### src/pci_phase_pkg.sv
package pci_phase_pkg;
  localparam int AD_W       = 32;
  localparam int CBE_W      = 4;
  localparam int LEN_W      = 4;
  localparam int FIFO_DEPTH = 8;
  localparam int SYNC_W     = AD_W + CBE_W + 5;

  // Bus commands the target side answers
  localparam logic [CBE_W-1:0] CMD_MEM_READ  = 4'h6;
  localparam logic [CBE_W-1:0] CMD_MEM_WRITE = 4'h7;
  // All byte lanes enabled during data phases (active low)
  localparam logic [CBE_W-1:0] BE_ALL        = 4'h0;

  localparam logic [AD_W-1:0]  TGT_BASE      = 32'h1000_0000;
  localparam logic [AD_W-1:0]  TGT_MASK      = 32'hffff_0000;
  localparam logic [AD_W-1:0]  AD_RESET      = 32'h0000_0000;
  localparam logic [LEN_W-1:0] LEN_ONE       = 4'h1;

  typedef enum logic [3:0] {
    M_IDLE = 4'b0001,
    M_ADDR = 4'b0010,
    M_DATA = 4'b0100,
    M_END  = 4'b1000
  } mst_state_t;

  typedef enum logic [2:0] {
    T_IDLE = 3'b001,
    T_DATA = 3'b010,
    T_END  = 3'b100
  } tgt_state_t;
endpackage

### src/pci_phase_handshake.sv
// Functional notes
// [RQ1] Reset pin low resets every block; the input synchronizer flops and frame_q reset on reset_in only
// [RQ2] System holds reset pin low 10 ms
// [RQ3] Parity even over AD and C/BE
// [RQ4] Master drives address/write parity, target read
// [RQ5] Master frame low at address, high before last
// [RQ6] Target decodes address when frame asserts
// [RQ7] Master ready marks write data, read acceptance
// [RQ8] Target samples initiator ready for data
// [RQ9] Target ready marks read data, write acceptance
// [RQ10] Master completes phase only on target ready
// [RQ11] Parity driven one clock after its phase
`timescale 1ns/1ps

module pci_word_fifo #(
  parameter int WIDTH = 32,
  parameter int DEPTH = 8
) (
  input  wire logic             clk_in,
  input  wire logic             reset_in,
  input  wire logic [WIDTH-1:0] in_data_in,
  input  wire logic             in_valid_in,
  output logic                  in_ready_out,
  output logic      [WIDTH-1:0] out_data_out,
  output logic                  out_valid_out,
  input  wire logic             out_ready_in
);
  localparam int AW = $clog2(DEPTH);
  logic [WIDTH-1:0] mem [DEPTH];
  logic [AW-1:0]    wp, rp, next_wp, next_rp;
  logic [AW:0]      cnt, next_cnt;
  logic             room, next_room, push, pop;

  assign push          = in_valid_in & room;
  assign pop           = out_ready_in & out_valid_out;
  assign in_ready_out  = room;
  assign out_valid_out = (cnt != '0);
  assign out_data_out  = mem[rp];

  always_comb begin
    next_wp   = push ? AW'(wp + 1'b1) : wp;
    next_rp   = pop ? AW'(rp + 1'b1) : rp;
    next_cnt  = cnt + (AW+1)'(push) - (AW+1)'(pop);
    // Registered room keeps the fill-side ready straight from a flop
    next_room = (next_cnt != (AW+1)'(DEPTH));
  end

  always_ff @(posedge clk_in) begin
    if (reset_in) begin
      wp   <= '0;
      rp   <= '0;
      cnt  <= '0;
      room <= 1'b1;
    end else begin
      wp   <= next_wp;
      rp   <= next_rp;
      cnt  <= next_cnt;
      room <= next_room;
    end
  end

  always_ff @(posedge clk_in) begin
    if (push) begin
      mem[wp] <= in_data_in;
    end
  end
endmodule

module pci_phase_handshake #(
  parameter logic [31:0] TGT_BASE   = pci_phase_pkg::TGT_BASE,
  parameter logic [31:0] TGT_MASK   = pci_phase_pkg::TGT_MASK,
  parameter int          FIFO_DEPTH = pci_phase_pkg::FIFO_DEPTH
) (
  input  wire logic        clk_in,
  input  wire logic        reset_in,
  input  wire logic        chip_reset_low_in,
  input  wire logic        frame_in,
  output logic             frame_out,
  output logic             frame_oe_out,
  input  wire logic        irdy_in,
  output logic             irdy_out,
  output logic             irdy_oe_out,
  input  wire logic        trdy_in,
  output logic             trdy_out,
  output logic             trdy_oe_out,
  input  wire logic        par_in,
  output logic             par_out,
  output logic             par_oe_out,
  input  wire logic [31:0] ad_in,
  output logic      [31:0] ad_out,
  output logic             ad_oe_out,
  input  wire logic [3:0]  cbe_in,
  output logic      [3:0]  cbe_out,
  output logic             cbe_oe_out,
  input  wire logic        mst_start_in,
  input  wire logic        mst_write_in,
  input  wire logic [31:0] mst_addr_in,
  input  wire logic [3:0]  mst_cmd_in,
  input  wire logic [3:0]  mst_count_in,
  output logic             mst_busy_out,
  input  wire logic [31:0] wr_data_in,
  input  wire logic        wr_valid_in,
  output logic             wr_ready_out,
  output logic      [31:0] rd_data_out,
  output logic             rd_valid_out,
  input  wire logic [31:0] tgt_rdata_in,
  output logic      [31:0] tgt_wdata_out,
  output logic             tgt_wvalid_out
);
  ////////////////////////////////////////////////////////////////////////////
  logic [pci_phase_pkg::SYNC_W-1:0] sync1, sync2;
  logic        rst, rst_low_s, frame_s, irdy_s, trdy_s, frame_q;
  logic [31:0] ad_s;
  logic [3:0]  cbe_s, cbe_bus;

  // Pins are asynchronous to clk_in; parity pin kept for pin symmetry
  always_ff @(posedge clk_in) begin
    if (reset_in) begin
      sync1   <= '1;
      sync2   <= '1;
      frame_q <= 1'b1;
    end else begin
      sync1   <= {chip_reset_low_in, frame_in, irdy_in, trdy_in, par_in,
                  cbe_in, ad_in};
      sync2   <= sync1;
      frame_q <= frame_s;
    end
  end
  assign {rst_low_s, frame_s, irdy_s, trdy_s} = sync2[40:37];
  assign cbe_s   = sync2[35:32];
  assign ad_s    = sync2[31:0];
  assign rst     = reset_in | ~rst_low_s; // RQ1
  assign cbe_bus = cbe_oe_out ? cbe_out : cbe_s;

  ////////////////////////////////////////////////////////////////////////////
  logic [31:0] fifo_data;
  logic        fifo_valid, pop;

  pci_word_fifo #(
    .WIDTH (32),
    .DEPTH (FIFO_DEPTH)
  ) u_wr_fifo (
    .clk_in        (clk_in),
    .reset_in      (rst),
    .in_data_in    (wr_data_in),
    .in_valid_in   (wr_valid_in),
    .in_ready_out  (wr_ready_out),
    .out_data_out  (fifo_data),
    .out_valid_out (fifo_valid),
    .out_ready_in  (pop)
  );

  ////////////////////////////////////////////////////////////////////////////
  pci_phase_pkg::mst_state_t m_state, next_m_state;
  pci_phase_pkg::tgt_state_t t_state, next_t_state;
  logic [3:0]  m_left, next_m_left;
  logic        m_write, next_m_write, t_write, next_t_write;
  logic        next_frame, next_frame_oe, next_irdy, next_irdy_oe;
  logic        next_trdy, next_trdy_oe, next_par, next_par_oe;
  logic [31:0] next_ad, next_rd_data, next_tgt_wdata;
  logic        next_ad_oe, next_cbe_oe, next_busy;
  logic        next_rd_valid, next_tgt_wvalid;
  logic [3:0]  next_cbe;
  logic        m_done, t_done, t_hit;

  // Master phase ends only when both ready lines are low
  assign m_done = ~irdy_out & ~trdy_s; // RQ10
  assign t_done = ~irdy_s & ~trdy_out; // RQ8
  assign t_hit  = ((ad_s & TGT_MASK) == (TGT_BASE & TGT_MASK)) &&
                  (cbe_s == pci_phase_pkg::CMD_MEM_READ ||
                   cbe_s == pci_phase_pkg::CMD_MEM_WRITE);

  always_comb begin
    next_m_state    = m_state;
    next_t_state    = t_state;
    next_m_left     = m_left;
    next_m_write    = m_write;
    next_t_write    = t_write;
    next_frame      = frame_out;
    next_frame_oe   = frame_oe_out;
    next_irdy       = irdy_out;
    next_irdy_oe    = irdy_oe_out;
    next_trdy       = trdy_out;
    next_trdy_oe    = trdy_oe_out;
    next_ad         = ad_out;
    next_ad_oe      = ad_oe_out;
    next_cbe        = cbe_out;
    next_cbe_oe     = cbe_oe_out;
    next_busy       = mst_busy_out;
    next_rd_data    = rd_data_out;
    next_rd_valid   = 1'b0;
    next_tgt_wdata  = tgt_wdata_out;
    next_tgt_wvalid = 1'b0;
    pop             = 1'b0;
    // Parity of the phase just driven, presented one clock later
    next_par    = ^{ad_out, cbe_bus}; // RQ3 RQ11
    next_par_oe = ad_oe_out; // RQ4

    case (m_state)
      pci_phase_pkg::M_IDLE: begin
        // Own target busy or foreign frame active blocks a start
        if (mst_start_in && frame_s && t_state == pci_phase_pkg::T_IDLE) begin
          next_m_state  = pci_phase_pkg::M_ADDR;
          next_m_write  = mst_write_in;
          next_m_left   = (mst_count_in == 4'h0) ? pci_phase_pkg::LEN_ONE
                                                 : mst_count_in;
          next_frame    = 1'b0; // RQ5
          next_frame_oe = 1'b1;
          next_irdy     = 1'b1;
          next_irdy_oe  = 1'b1;
          next_ad       = mst_addr_in;
          next_ad_oe    = 1'b1;
          next_cbe      = mst_cmd_in;
          next_cbe_oe   = 1'b1;
          next_busy     = 1'b1;
        end
      end
      pci_phase_pkg::M_ADDR: begin
        next_m_state = pci_phase_pkg::M_DATA;
        next_cbe     = pci_phase_pkg::BE_ALL;
        if (m_write) begin
          next_irdy = ~fifo_valid; // RQ7
          next_ad   = fifo_data;
          pop       = fifo_valid;
          next_frame = fifo_valid && m_left == pci_phase_pkg::LEN_ONE;
        end else begin
          next_ad_oe = 1'b0;
          next_irdy  = 1'b0; // RQ7
          next_frame = (m_left == pci_phase_pkg::LEN_ONE); // RQ5
        end
      end
      pci_phase_pkg::M_DATA: begin
        if (m_done) begin // RQ10
          next_m_left = m_left - 4'h1;
          if (!m_write) begin
            next_rd_data  = ad_s;
            next_rd_valid = 1'b1;
          end
          if (m_left == pci_phase_pkg::LEN_ONE) begin
            next_m_state = pci_phase_pkg::M_END;
            next_irdy    = 1'b1;
            next_frame   = 1'b1;
            next_ad_oe   = 1'b0;
          end else if (m_write) begin
            next_irdy  = ~fifo_valid; // RQ7
            next_ad    = fifo_data;
            pop        = fifo_valid;
            next_frame = fifo_valid && m_left == 4'h2; // RQ5
          end else begin
            next_frame = (m_left == 4'h2); // RQ5
          end
        end else if (m_write && irdy_out && fifo_valid) begin
          // Write data waited on the FIFO; present it now
          next_irdy  = 1'b0; // RQ7
          next_ad    = fifo_data;
          pop        = 1'b1;
          next_frame = (m_left == pci_phase_pkg::LEN_ONE); // RQ5
        end
      end
      pci_phase_pkg::M_END: begin
        next_m_state  = pci_phase_pkg::M_IDLE;
        next_frame_oe = 1'b0;
        next_irdy_oe  = 1'b0;
        next_cbe_oe   = 1'b0;
        next_busy     = 1'b0;
      end
      default: next_m_state = pci_phase_pkg::M_IDLE;
    endcase

    case (t_state)
      pci_phase_pkg::T_IDLE: begin
        // Address is only looked at on the frame's falling edge
        if (!frame_s && frame_q && t_hit &&
            m_state == pci_phase_pkg::M_IDLE) begin // RQ6
          next_t_state = pci_phase_pkg::T_DATA;
          next_t_write = (cbe_s == pci_phase_pkg::CMD_MEM_WRITE);
          next_trdy    = 1'b0; // RQ9
          next_trdy_oe = 1'b1;
          if (cbe_s == pci_phase_pkg::CMD_MEM_READ) begin
            next_ad    = tgt_rdata_in; // RQ9
            next_ad_oe = 1'b1; // RQ4
          end
        end
      end
      pci_phase_pkg::T_DATA: begin
        if (t_done) begin // RQ8
          if (t_write) begin
            next_tgt_wdata  = ad_s;
            next_tgt_wvalid = 1'b1;
          end else begin
            next_ad = tgt_rdata_in;
          end
          if (frame_s) begin
            next_t_state = pci_phase_pkg::T_END;
            next_trdy    = 1'b1;
            next_ad_oe   = 1'b0;
          end
        end
      end
      pci_phase_pkg::T_END: begin
        next_t_state = pci_phase_pkg::T_IDLE;
        next_trdy_oe = 1'b0;
      end
      default: next_t_state = pci_phase_pkg::T_IDLE;
    endcase
  end

  always_ff @(posedge clk_in) begin
    if (rst) begin // RQ1
      m_state        <= pci_phase_pkg::M_IDLE;
      t_state        <= pci_phase_pkg::T_IDLE;
      m_left         <= 4'h0;
      m_write        <= 1'b0;
      t_write        <= 1'b0;
      frame_out      <= 1'b1;
      frame_oe_out   <= 1'b0;
      irdy_out       <= 1'b1;
      irdy_oe_out    <= 1'b0;
      trdy_out       <= 1'b1;
      trdy_oe_out    <= 1'b0;
      par_out        <= 1'b0;
      par_oe_out     <= 1'b0;
      ad_out         <= pci_phase_pkg::AD_RESET;
      ad_oe_out      <= 1'b0;
      cbe_out        <= 4'hf;
      cbe_oe_out     <= 1'b0;
      mst_busy_out   <= 1'b0;
      rd_data_out    <= pci_phase_pkg::AD_RESET;
      rd_valid_out   <= 1'b0;
      tgt_wdata_out  <= pci_phase_pkg::AD_RESET;
      tgt_wvalid_out <= 1'b0;
    end else begin
      m_state        <= next_m_state;
      t_state        <= next_t_state;
      m_left         <= next_m_left;
      m_write        <= next_m_write;
      t_write        <= next_t_write;
      frame_out      <= next_frame;
      frame_oe_out   <= next_frame_oe;
      irdy_out       <= next_irdy;
      irdy_oe_out    <= next_irdy_oe;
      trdy_out       <= next_trdy;
      trdy_oe_out    <= next_trdy_oe;
      par_out        <= next_par;
      par_oe_out     <= next_par_oe;
      ad_out         <= next_ad;
      ad_oe_out      <= next_ad_oe;
      cbe_out        <= next_cbe;
      cbe_oe_out     <= next_cbe_oe;
      mst_busy_out   <= next_busy;
      rd_data_out    <= next_rd_data;
      rd_valid_out   <= next_rd_valid;
      tgt_wdata_out  <= next_tgt_wdata;
      tgt_wvalid_out <= next_tgt_wvalid;
    end
  end
endmodule

### config.mk
export PLATFORM = sky130hd
export DESIGN_NAME = pci_phase_handshake
export DESIGN_NICKNAME = d
export VERILOG_FILES = /design/src/pci_phase_pkg.sv /design/src/pci_phase_handshake.sv
export SDC_FILE = /design/constraint.sdc
export NUM_CORES = 1
export LEC_CHECK = 0
export ABC_AREA = 1
export ABC_CLOCK_PERIOD_IN_PS = 3300
export BUFFER_PORTS_ARGS = -buffer_cell sky130_fd_sc_hd__buf_2
export CAP_MARGIN = 20
export CORE_ASPECT_RATIO = 1.4
export CORE_MARGIN = 2
export CORE_UTILIZATION = 39
export CTS_CLUSTER_SIZE = 28
export DETAILED_ROUTE_END_ITERATION = 6
export MAX_ROUTING_LAYER = met4
export SYNTH_ARGS = -nofsm -noshare
export SYNTH_HDL_FRONTEND = slang
export SYNTH_SLANG_ARGS = --single-unit
### constraint.sdc
create_clock -name clk_in -period 3.3 [get_ports clk_in]
set_input_delay 0.33 -clock clk_in [delete_from_list [all_inputs] [get_ports clk_in]]
set_output_delay 0.33 -clock clk_in [all_outputs]
set_load 0.03 [all_outputs]
==> metrics.md, run 1 <==
| Metric | Value |
|---|---|
| Register area share after synthesis | 63.6% |
| Wire length per cell | 16.5 um |
| Worst vdd ir | 0.567 mV |
| DP HPWL | 30.9 mm |
| Antenna violations before repair | 8 |
| GPL Wtd Cong | 0.838 |
| Root Buffer | clkbuf_16 |
| Core area | 48000 sq um |
| Largest net degree at the start of global routing | 129 |
| Ys flop type | edfxtp_1 |
| R2r endpoint | u_wr_fifo.in_ready_out |
| Congestion Overflow GR | 0 |
| Ranking of synthesized cells by area | edfxtp_1 (41%), dfxtp_1 (23%), nand2_1 (8.5%) |
| Finished Core Util | 48.1% |
| Post-Synthesis Cell Area | 18900 sq um |
| Max-slew violation count | 0 |
| Pwr/cell area | 578 nW/um^2 |
| Status | finished clean |
| Crit end category | flip-flop |
| Slew @ Worst Pin | 0.889 ns |
| EDFF count, synth | 256 |
| Initial Util | 39.4% |
| Pleak | 9.53 nW |
| Seq cells post-synth | 474 |
| CP arrival | 3.23 ns |
| Uppermost layer routed | met4 |
| Xor/xnor share of the synthesized area | 0.971% |
| WS Path Type | flip-flop to flip-flop |
| Flop2flop setup slack | 0.51 ns |
| CTS H-Tree Depth | 2 |
| Net Switching | 3.27 mW |
| Synthesized area per cell | 9.34 sq um |
| Internal power | 10.1 mW |
| Final period utilization | 84.4% |
| Number of distinct library cells after synthesis | 36 |
| Die Wd | 190 um |
| RSZ-0062 raised after global routing | false |
| Maximum clock insertion buffer count | 3 |
| IO Port Bufs | 262 |
| Combinational Power Share | 9.6% |
| Max FO, Critical Path | 13 |
| Hold Path End | u_wr_fifo.mem[6][6] |
| DIE HEIGHT | 265 um |
| Mapped Cells | 2027 |
| DR vias | 14620 |
| Total die area | 50400 sq um |
| Synth Area in Simple Gates | 23.1% |
| Syn-to-layout area delta | 22.0% |
| Tmin final | 2.79 ns |
| Cts repair resizes | 0 |
| Startpoint types | flip-flop |
| Clk sinks | 474 |
| First-pass GRT wire length | 76.3 mm |
| Max cap viols | 0 |
| Top post-synthesis cells by count | nand2_1 (431), nor2_1 (420), edfxtp_1 (256), dfxtp_1 (218), o21ai_0 (118) |
| Adder-cell area share of the yosys netlist | 0.766% |
| Most frequent cell after synthesis | nand2_1 |
| TritonCTS clock tree | yes |
| Hold crit path type | primary input to flip-flop |
| Initial DRC Count | 748 |
| F_max | 0.359 GHz |
| Final #Nets | 2481 |
| Core Rows | 95 |
| Vias per cell | 4.88 |
| Clock transition at the registers of the reported paths | 0.06 ns |
| Async SR Flop Fraction | 0% |
| Final setup vio count | 0 |
| Area share of the largest cell type after synthesis | 40.6% |
| Met2 WL | 25.8 mm |
| Switching part of the total power | 24.5% |
| Routed wire length | 49.6 mm |
| Share of layout cells above drive strength 1 | 20.6% |
| Setup Skew | 0.0194 ns |
| Clk pwr share | 41.3% |
| Syn nets | 2188 |
| Worst hold path cell count | 1 |
| Final ANT Viol Nets | 0 |
| DRC Markers | 0 |
| First-pass iteration count of the detailed router | 6 |
| Met1 Routed Length | 18.8 mm |
| Compound-Gate Fraction of Synth Area | 7.39% |
| Yosys warnings | 0 |
| Final Hold Fails | 0 |
| Post-synthesis mux area share | 0% |
| Met3 WL | 3.37 mm |
| Setup total negative slack | 0 ns |
| Top-level port count | 264 |
| Register-to-Register Path Depth | 14 |
| RR Startpoint | m_state[1] |
| Sequential power share | 49.1% |
| Slew margin rel. | 40.8% |
| Hold Startpoint | wr_data_in[6] |
| Worst-Skew Late Latency | 0.58 ns |
| GR Util All Layers | 20.0% |
| CTS Buf Count | 48 |
| # Post-CTS Setup Buffers | 0 |
| Worst path required time | 3.74 ns |
| Main combinational cell family by area after synthesis | simple AND/OR/NAND/NOR gates |
| Fill cell count | 4468 |
| Yosys top cell by area | edfxtp_1 |
| Vias in the first global route | 14492 |
## sequential cells by signal, summed over array words and instances (netlist names), 4 cells and up, named ones only
register,flops
ad_out,32
cbe_out,4
m_left,4
m_state,4
rd_data_out,32
sync1,40
sync2,40
tgt_wdata_out,32
u_wr_fifo.cnt,4
u_wr_fifo.mem,256
## critical path, stage by stage, from the launching register on
cell	delay, ns
dfxtp_1	0.34
nor2_2	0.15
nand3_2	0.25
inv_2	0.22
nand3_1	0.10
nand3_2	0.10
nand3_1	0.12
inv_2	0.13
ha_1	0.24
inv_1	0.07
ha_1	0.17
inv_1	0.07
fa_1	0.39
xor2_1	0.19
nand4_1	0.12
## layout by cell type (no fill, tap or decap), types with 3 or more instances in the layout
cell	netlist	routed
a21oi_1	60	60
buf_12	0	4
buf_2	33	262
buf_4	3	24
clkbuf_1	59	8
clkbuf_16	0	52
clkbuf_8	0	6
clkinv_1	1	5
clkinv_2	0	5
dfxtp_1	218	216
diode_2	0	9
dlygate4sd3_1	0	62
edfxtp_1	256	256
ha_1	10	10
inv_1	67	67
inv_2	13	13
inv_6	0	4
nand2_1	431	430
nand2_2	2	3
nand3_1	94	94
nand3_2	4	4
nor2_1	420	411
nor2_2	5	14
nor3_1	5	5
nor3_2	3	3
o21ai_0	118	118
o21ai_1	97	97
or2_2	80	80
xnor2_1	15	15
xor2_1	6	6
## worst max-delay path by stage
stage	start	to	cells past startpoint
after floorplan	u_wr_fifo.in_ready_out	u_wr_fifo.mem[0][0]	4
final	m_state[1]	u_wr_fifo.in_ready_out	14
after CTS	m_state[1]	u_wr_fifo.in_ready_out	14
after detailed placement	m_state[1]	u_wr_fifo.in_ready_out	14
after global placement	m_state[1]	u_wr_fifo.in_ready_out	14
after global routing	m_state[1]	u_wr_fifo.in_ready_out	14
## per-layer routing
metal  GRT usage, %  vias to the layer above
met3           4.63                      100
met2           36.5                      442
li1               -                     7228
met5              -                        -
met4           6.66                        0
met1           21.0                     6850
## stage by stage
stage	area [sq um]	worst slack (ns)	std cells	hold WS (ns)	power, mW
3_5_place_dp	20800	0.544	2838	0.392	7.92
6_report	23100	0.514	2996	0.0219	13.4
3_3_place_gp	20800	0.622	2838	0.391	7.89
5_1_grt	23100	0.196	2995	0.0146	13.9
2_1_floorplan	18900	0.625	2027	0.389	7.49
4_1_cts	23100	0.523	2987	0.000126	13.5
## power groups by stage
stage	clock network (mW)	registers (mW)	logic [mW]
6_report	5.51	6.56	1.28
3_3_place_gp	0	6.68	1.21
5_1_grt	5.84	6.58	1.44
3_5_place_dp	0	6.69	1.24
2_1_floorplan	0	6.76	0.730
4_1_cts	5.63	6.56	1.30
## area by class of cell
class	instances	area (sq um)	area share [%]
flip-flops and latches	474	12100	52.2
clock inverters	21	204	0.883
multi-input cells	1363	6120	26.5
diodes	9	22.5	0.0975
well taps	630	788	3.41
clock buffers	66	1410	6.12
inverters	81	304	1.32
repair buffers	352	2190	9.49
## what timing repair did
item | CTS | global route
endpoints found under the setup margin | 0 | 0
hold buffers | 62 | 0
endpoints found under the hold margin | 95 | 0
## cells by family after synthesis
group                      after synthesis
buffers and inverters                  190
xor gates and xnor gates                21
DFF                                    474
and+or+nand+nor                       1053
adders and majority gates               11
AOI/OAI and AO/OA                      278
(Power assumes the default switching activity.)
==> run 2: changes to the inputs <==
--- a/config.mk
+++ b/config.mk
@@ -6,7 +6,7 @@
 export NUM_CORES = 1
 export LEC_CHECK = 0
 export ABC_AREA = 1
-export ABC_CLOCK_PERIOD_IN_PS = 3300
+export ABC_CLOCK_PERIOD_IN_PS = 2500
 export BUFFER_PORTS_ARGS = -buffer_cell sky130_fd_sc_hd__buf_2
 export CAP_MARGIN = 20
 export CORE_ASPECT_RATIO = 1.4
==> constraint.sdc (replaced) <==
create_clock -name clk_in -period 2.5 [get_ports clk_in]
set_input_delay 0.25 -clock clk_in [delete_from_list [all_inputs] [get_ports clk_in]]
set_output_delay 0.25 -clock clk_in [all_outputs]
set_load 0.03 [all_outputs]
==> metrics.md, run 2 (synthesized netlist as in run 1, its figures left out) <==
| Metric | Value |
|---|---|
| TritonCTS clock tree | yes (unchanged) |
| Multi-input gate area | 6140 sq um (was 6120 sq um) |
| Max FFs per register | 256 (unchanged) |
| Flop2flop setup slack | 0.17 ns (was 0.51 ns) |
| Switching part of the total power | 24.0% (was 24.5%) |
| Congestion Overflow GR | 0 (unchanged) |
| Syn-to-layout area delta | 26.0% (was 22.0%) |
| R2r endpoint | u_wr_fifo.in_ready_out (unchanged) |
| Vias per cell | 4.82 (was 4.88) |
| DRC Markers | 0 (unchanged) |
| RR Startpoint | u_wr_fifo.cnt[2] (was m_state[1]) |
| Final Power | 17.8 mW (was 13.4 mW) |
| Hold crit path type | primary input to flip-flop (unchanged) |
| CP max stage cell | fa_2 (was fa_1) |
| Setup Skew | 0.0193 ns (was 0.0194 ns) |
| DIE HEIGHT | 265 um (unchanged) |
| Internal power | 13.5 mW (was 10.1 mW) |
| Reg with most FFs | u_wr_fifo.mem (unchanged) |
| Final period utilization | 93.1% (was 84.4%) |
| Maximum clock insertion buffer count | 3 (unchanged) |
| Total die area | 50400 sq um (unchanged) |
| Setup total negative slack | 0 ns (unchanged) |
| CP arrival | 2.76 ns (was 3.23 ns) |
| Tmin final | 2.33 ns (was 2.79 ns) |
| Commonest non-fill, non-tap cell in the layout | nand2_1 (unchanged) |
| Combinational Power Share | 10.2% (was 9.6%) |
| Max FO, Critical Path | 3 (was 13) |
| F_max | 0.430 GHz (was 0.359 GHz) |
| Slowest stage delay, CP | 0.37 ns (was 0.39 ns) |
| WS Path Type | flip-flop to flip-flop (unchanged) |
| CTS Buf Count | 48 (unchanged) |
| Clk pwr share | 41.1% (was 41.3%) |
| Pwr/cell area | 744 nW/um^2 (was 578 nW/um^2) |
| CP Launch Point | u_wr_fifo.cnt[2] (was m_state[1]) |
| Worst vdd ir | 0.581 mV (was 0.567 mV) |
| Slew margin rel. | 58.3% (was 40.8%) |
| Max cap viols | 0 (unchanged) |
| Critical path depth in cells | 14 (unchanged) |
| Initial DRC Count | 625 (was 748) |
| Routed wire length | 50.1 mm (was 49.6 mm) |
| Wire length per cell | 16.4 um (was 16.5 um) |
| DR vias | 14772 (was 14620) |
| Register-to-Register Path Depth | 14 (unchanged) |
| Most frequent cells in the layout | nand2_1 (430), nor2_1 (411), buf_2 (262) (unchanged) |
| Clk sinks | 474 (unchanged) |
| Root Buffer | clkbuf_16 (unchanged) |
| Fill cell count | 4438 (was 4468) |
| Worst path required time | 2.93 ns (was 3.74 ns) |
| Top cell family by delay on the critical path | adder cells (was simple AND/OR/NAND/NOR gates) |
| Top-level port count | 264 (unchanged) |
| Crit end category | flip-flop (unchanged) |
| Number of placed instances with taps included | 2858 (was 2838) |
| Final #Nets | 2551 (was 2481) |
| First-pass GRT wire length | 78.4 mm (was 76.3 mm) |
| Largest net degree at the start of global routing | 81 (was 129) |
| Sequential power share | 48.8% (was 49.1%) |
| Final Hold Fails | 0 (unchanged) |
| Final setup vio count | 0 (unchanged) |
| Final ANT Viol Nets | 0 (unchanged) |
| Initial Util | 39.4% (unchanged) |
| Worst-Skew Late Latency | 0.57 ns (was 0.58 ns) |
| Die Wd | 190 um (unchanged) |
| Share of layout cells above drive strength 1 | 21.2% (was 20.6%) |
| Core area | 48000 sq um (unchanged) |
| Vias in the first global route | 14860 (was 14492) |
| First-pass iteration count of the detailed router | 5 (was 6) |
| Clock transition at the registers of the reported paths | 0.06 ns (about the same) |
| Worst Path Buf+Inv | 4 (unchanged) |
| Startpoint types | flip-flop (unchanged) |
| GPL Wtd Cong | 0.900 (was 0.838) |
| Core Rows | 95 (unchanged) |
| DP HPWL | 31.8 mm (was 30.9 mm) |
| GR Util All Layers | 20.4% (was 20.0%) |
| Slew @ Worst Pin | 0.625 ns (was 0.889 ns) |
| Status | finished clean (unchanged) |
| Largest regs | u_wr_fifo.mem: 256 flops, sync1: 40 flops, sync2: 40 flops (unchanged) |
| CTS H-Tree Depth | 2 (unchanged) |
| Pleak | 9.86 nW (was 9.53 nW) |
| Final Instance Count excl. Fillers | 3065 (was 2996) |
| Net Switching | 4.27 mW (was 3.27 mW) |
| Storage cell area | 12100 sq um (about the same) |
| Crit-path cells | inv_1 -> ha_1 -> nand3_2 -> nand3_1 -> nand3_2 -> nand3_2 -> inv_2 -> ha_1 -> inv_1 -> ha_1 -> inv_1 -> fa_2 -> xor2_2 -> nand4_1 (was nor2_2 -> nand3_2 -> inv_2 -> nand3_1 -> nand3_2 -> nand3_1 -> inv_2 -> ha_1 -> inv_1 -> ha_1 -> inv_1 -> fa_1 -> xor2_1 -> nand4_1) |
| IO Port Bufs | 262 (unchanged) |
| Max-slew violation count | 0 (unchanged) |
| Setup crit end | u_wr_fifo.in_ready_out (unchanged) |
| Antenna violations before repair | 5 (was 8) |
## run 2: changes by cell type in the layout (fill, tap and decap cells not counted), sizes merged
cell | previous run | this run
clkinvlp | 2 | 4
clkinv | 13 | 15
diode | 9 | 5
clkbuf | 66 | 64
inv | 85 | 84
dlygate4sd3 | 62 | 112
bufinv | 2 | 4
buf | 290 | 310
## run 2: layer usage
layer	part of all wire [%]	wire, um	vias up	GRT usage (%)
li1	-	-	7370	-
met1	40	19800	6908	22.7
met2	51	25300	404	35.7
met3	6.4	3190	90	4.48
met4	3.6	1790	0	7.50
met5	0	0	-	-
## run 2: worst min-delay path by stage
stage                        startpoint                  end  slack [ns]  depth (start not counted)
after floorplan           wr_data_in[0]  u_wr_fifo.mem[0][0]        0.35                          0
after global placement         sync1[5]             sync2[5]        0.39                          1
after detailed placement      sync1[25]            sync2[25]        0.39                          1
after CTS                   wr_valid_in      u_wr_fifo.wp[1]       0.006                          3
after global routing        wr_valid_in      u_wr_fifo.wp[1]        0.03                          3
final                       wr_valid_in      u_wr_fifo.wp[1]        0.04                          3
## run 2: what timing repair did
item                       4_1_cts  5_1_grt
buffers inserted                 0        0
setup endpoints to repair        0        3
hold buffers                   112        0
gates resized for setup          0        5
hold endpoints to repair       336        0
## run 2: power groups by stage
stage	Clock [mW]	Combinational [mW]	Sequential, mW
4_1_cts	7.47	1.81	8.66
3_3_place_gp	0	1.63	8.82
3_5_place_dp	0	1.66	8.83
6_report	7.29	1.80	8.66
5_1_grt	7.79	2.04	8.69
2_1_floorplan	0	0.966	8.93
## run 2: final cells by class
class	count	share of cell area (%)
Antenna cell	5	0.0524
Timing Repair Buffer	422	12.3
Tap cell	630	3.30
Multi-Input combinational cell	1363	25.7
Sequential cell	474	50.5
Clock buffer	64	5.76
Inverter	81	1.27
Clock inverter	26	1.05
## run 2: worst register-to-register path, cell delays in order (launching register included)
cell	delay, ns
dfxtp_1	0.30
inv_1	0.07
ha_1	0.16
nand3_2	0.11
nand3_1	0.11
nand3_2	0.08
nand3_2	0.09
inv_2	0.04
ha_1	0.28
inv_1	0.07
ha_1	0.17
inv_1	0.07
fa_2	0.37
xor2_2	0.17
nand4_1	0.11
## run 2: per-stage QoR
stage	hold WS [ns]	setup WS [ns]	utilization [%]	cell area (sq um)
6_report	0.0392	0.173	49.7	23900
5_1_grt	0.0343	-0.0176	49.7	23900
4_1_cts	0.00640	0.00716	49.6	23800
3_5_place_dp	0.393	0.00483	43.9	21100
3_3_place_gp	0.391	0.163	43.9	21100
2_1_floorplan	0.349	-0.175	-	18900
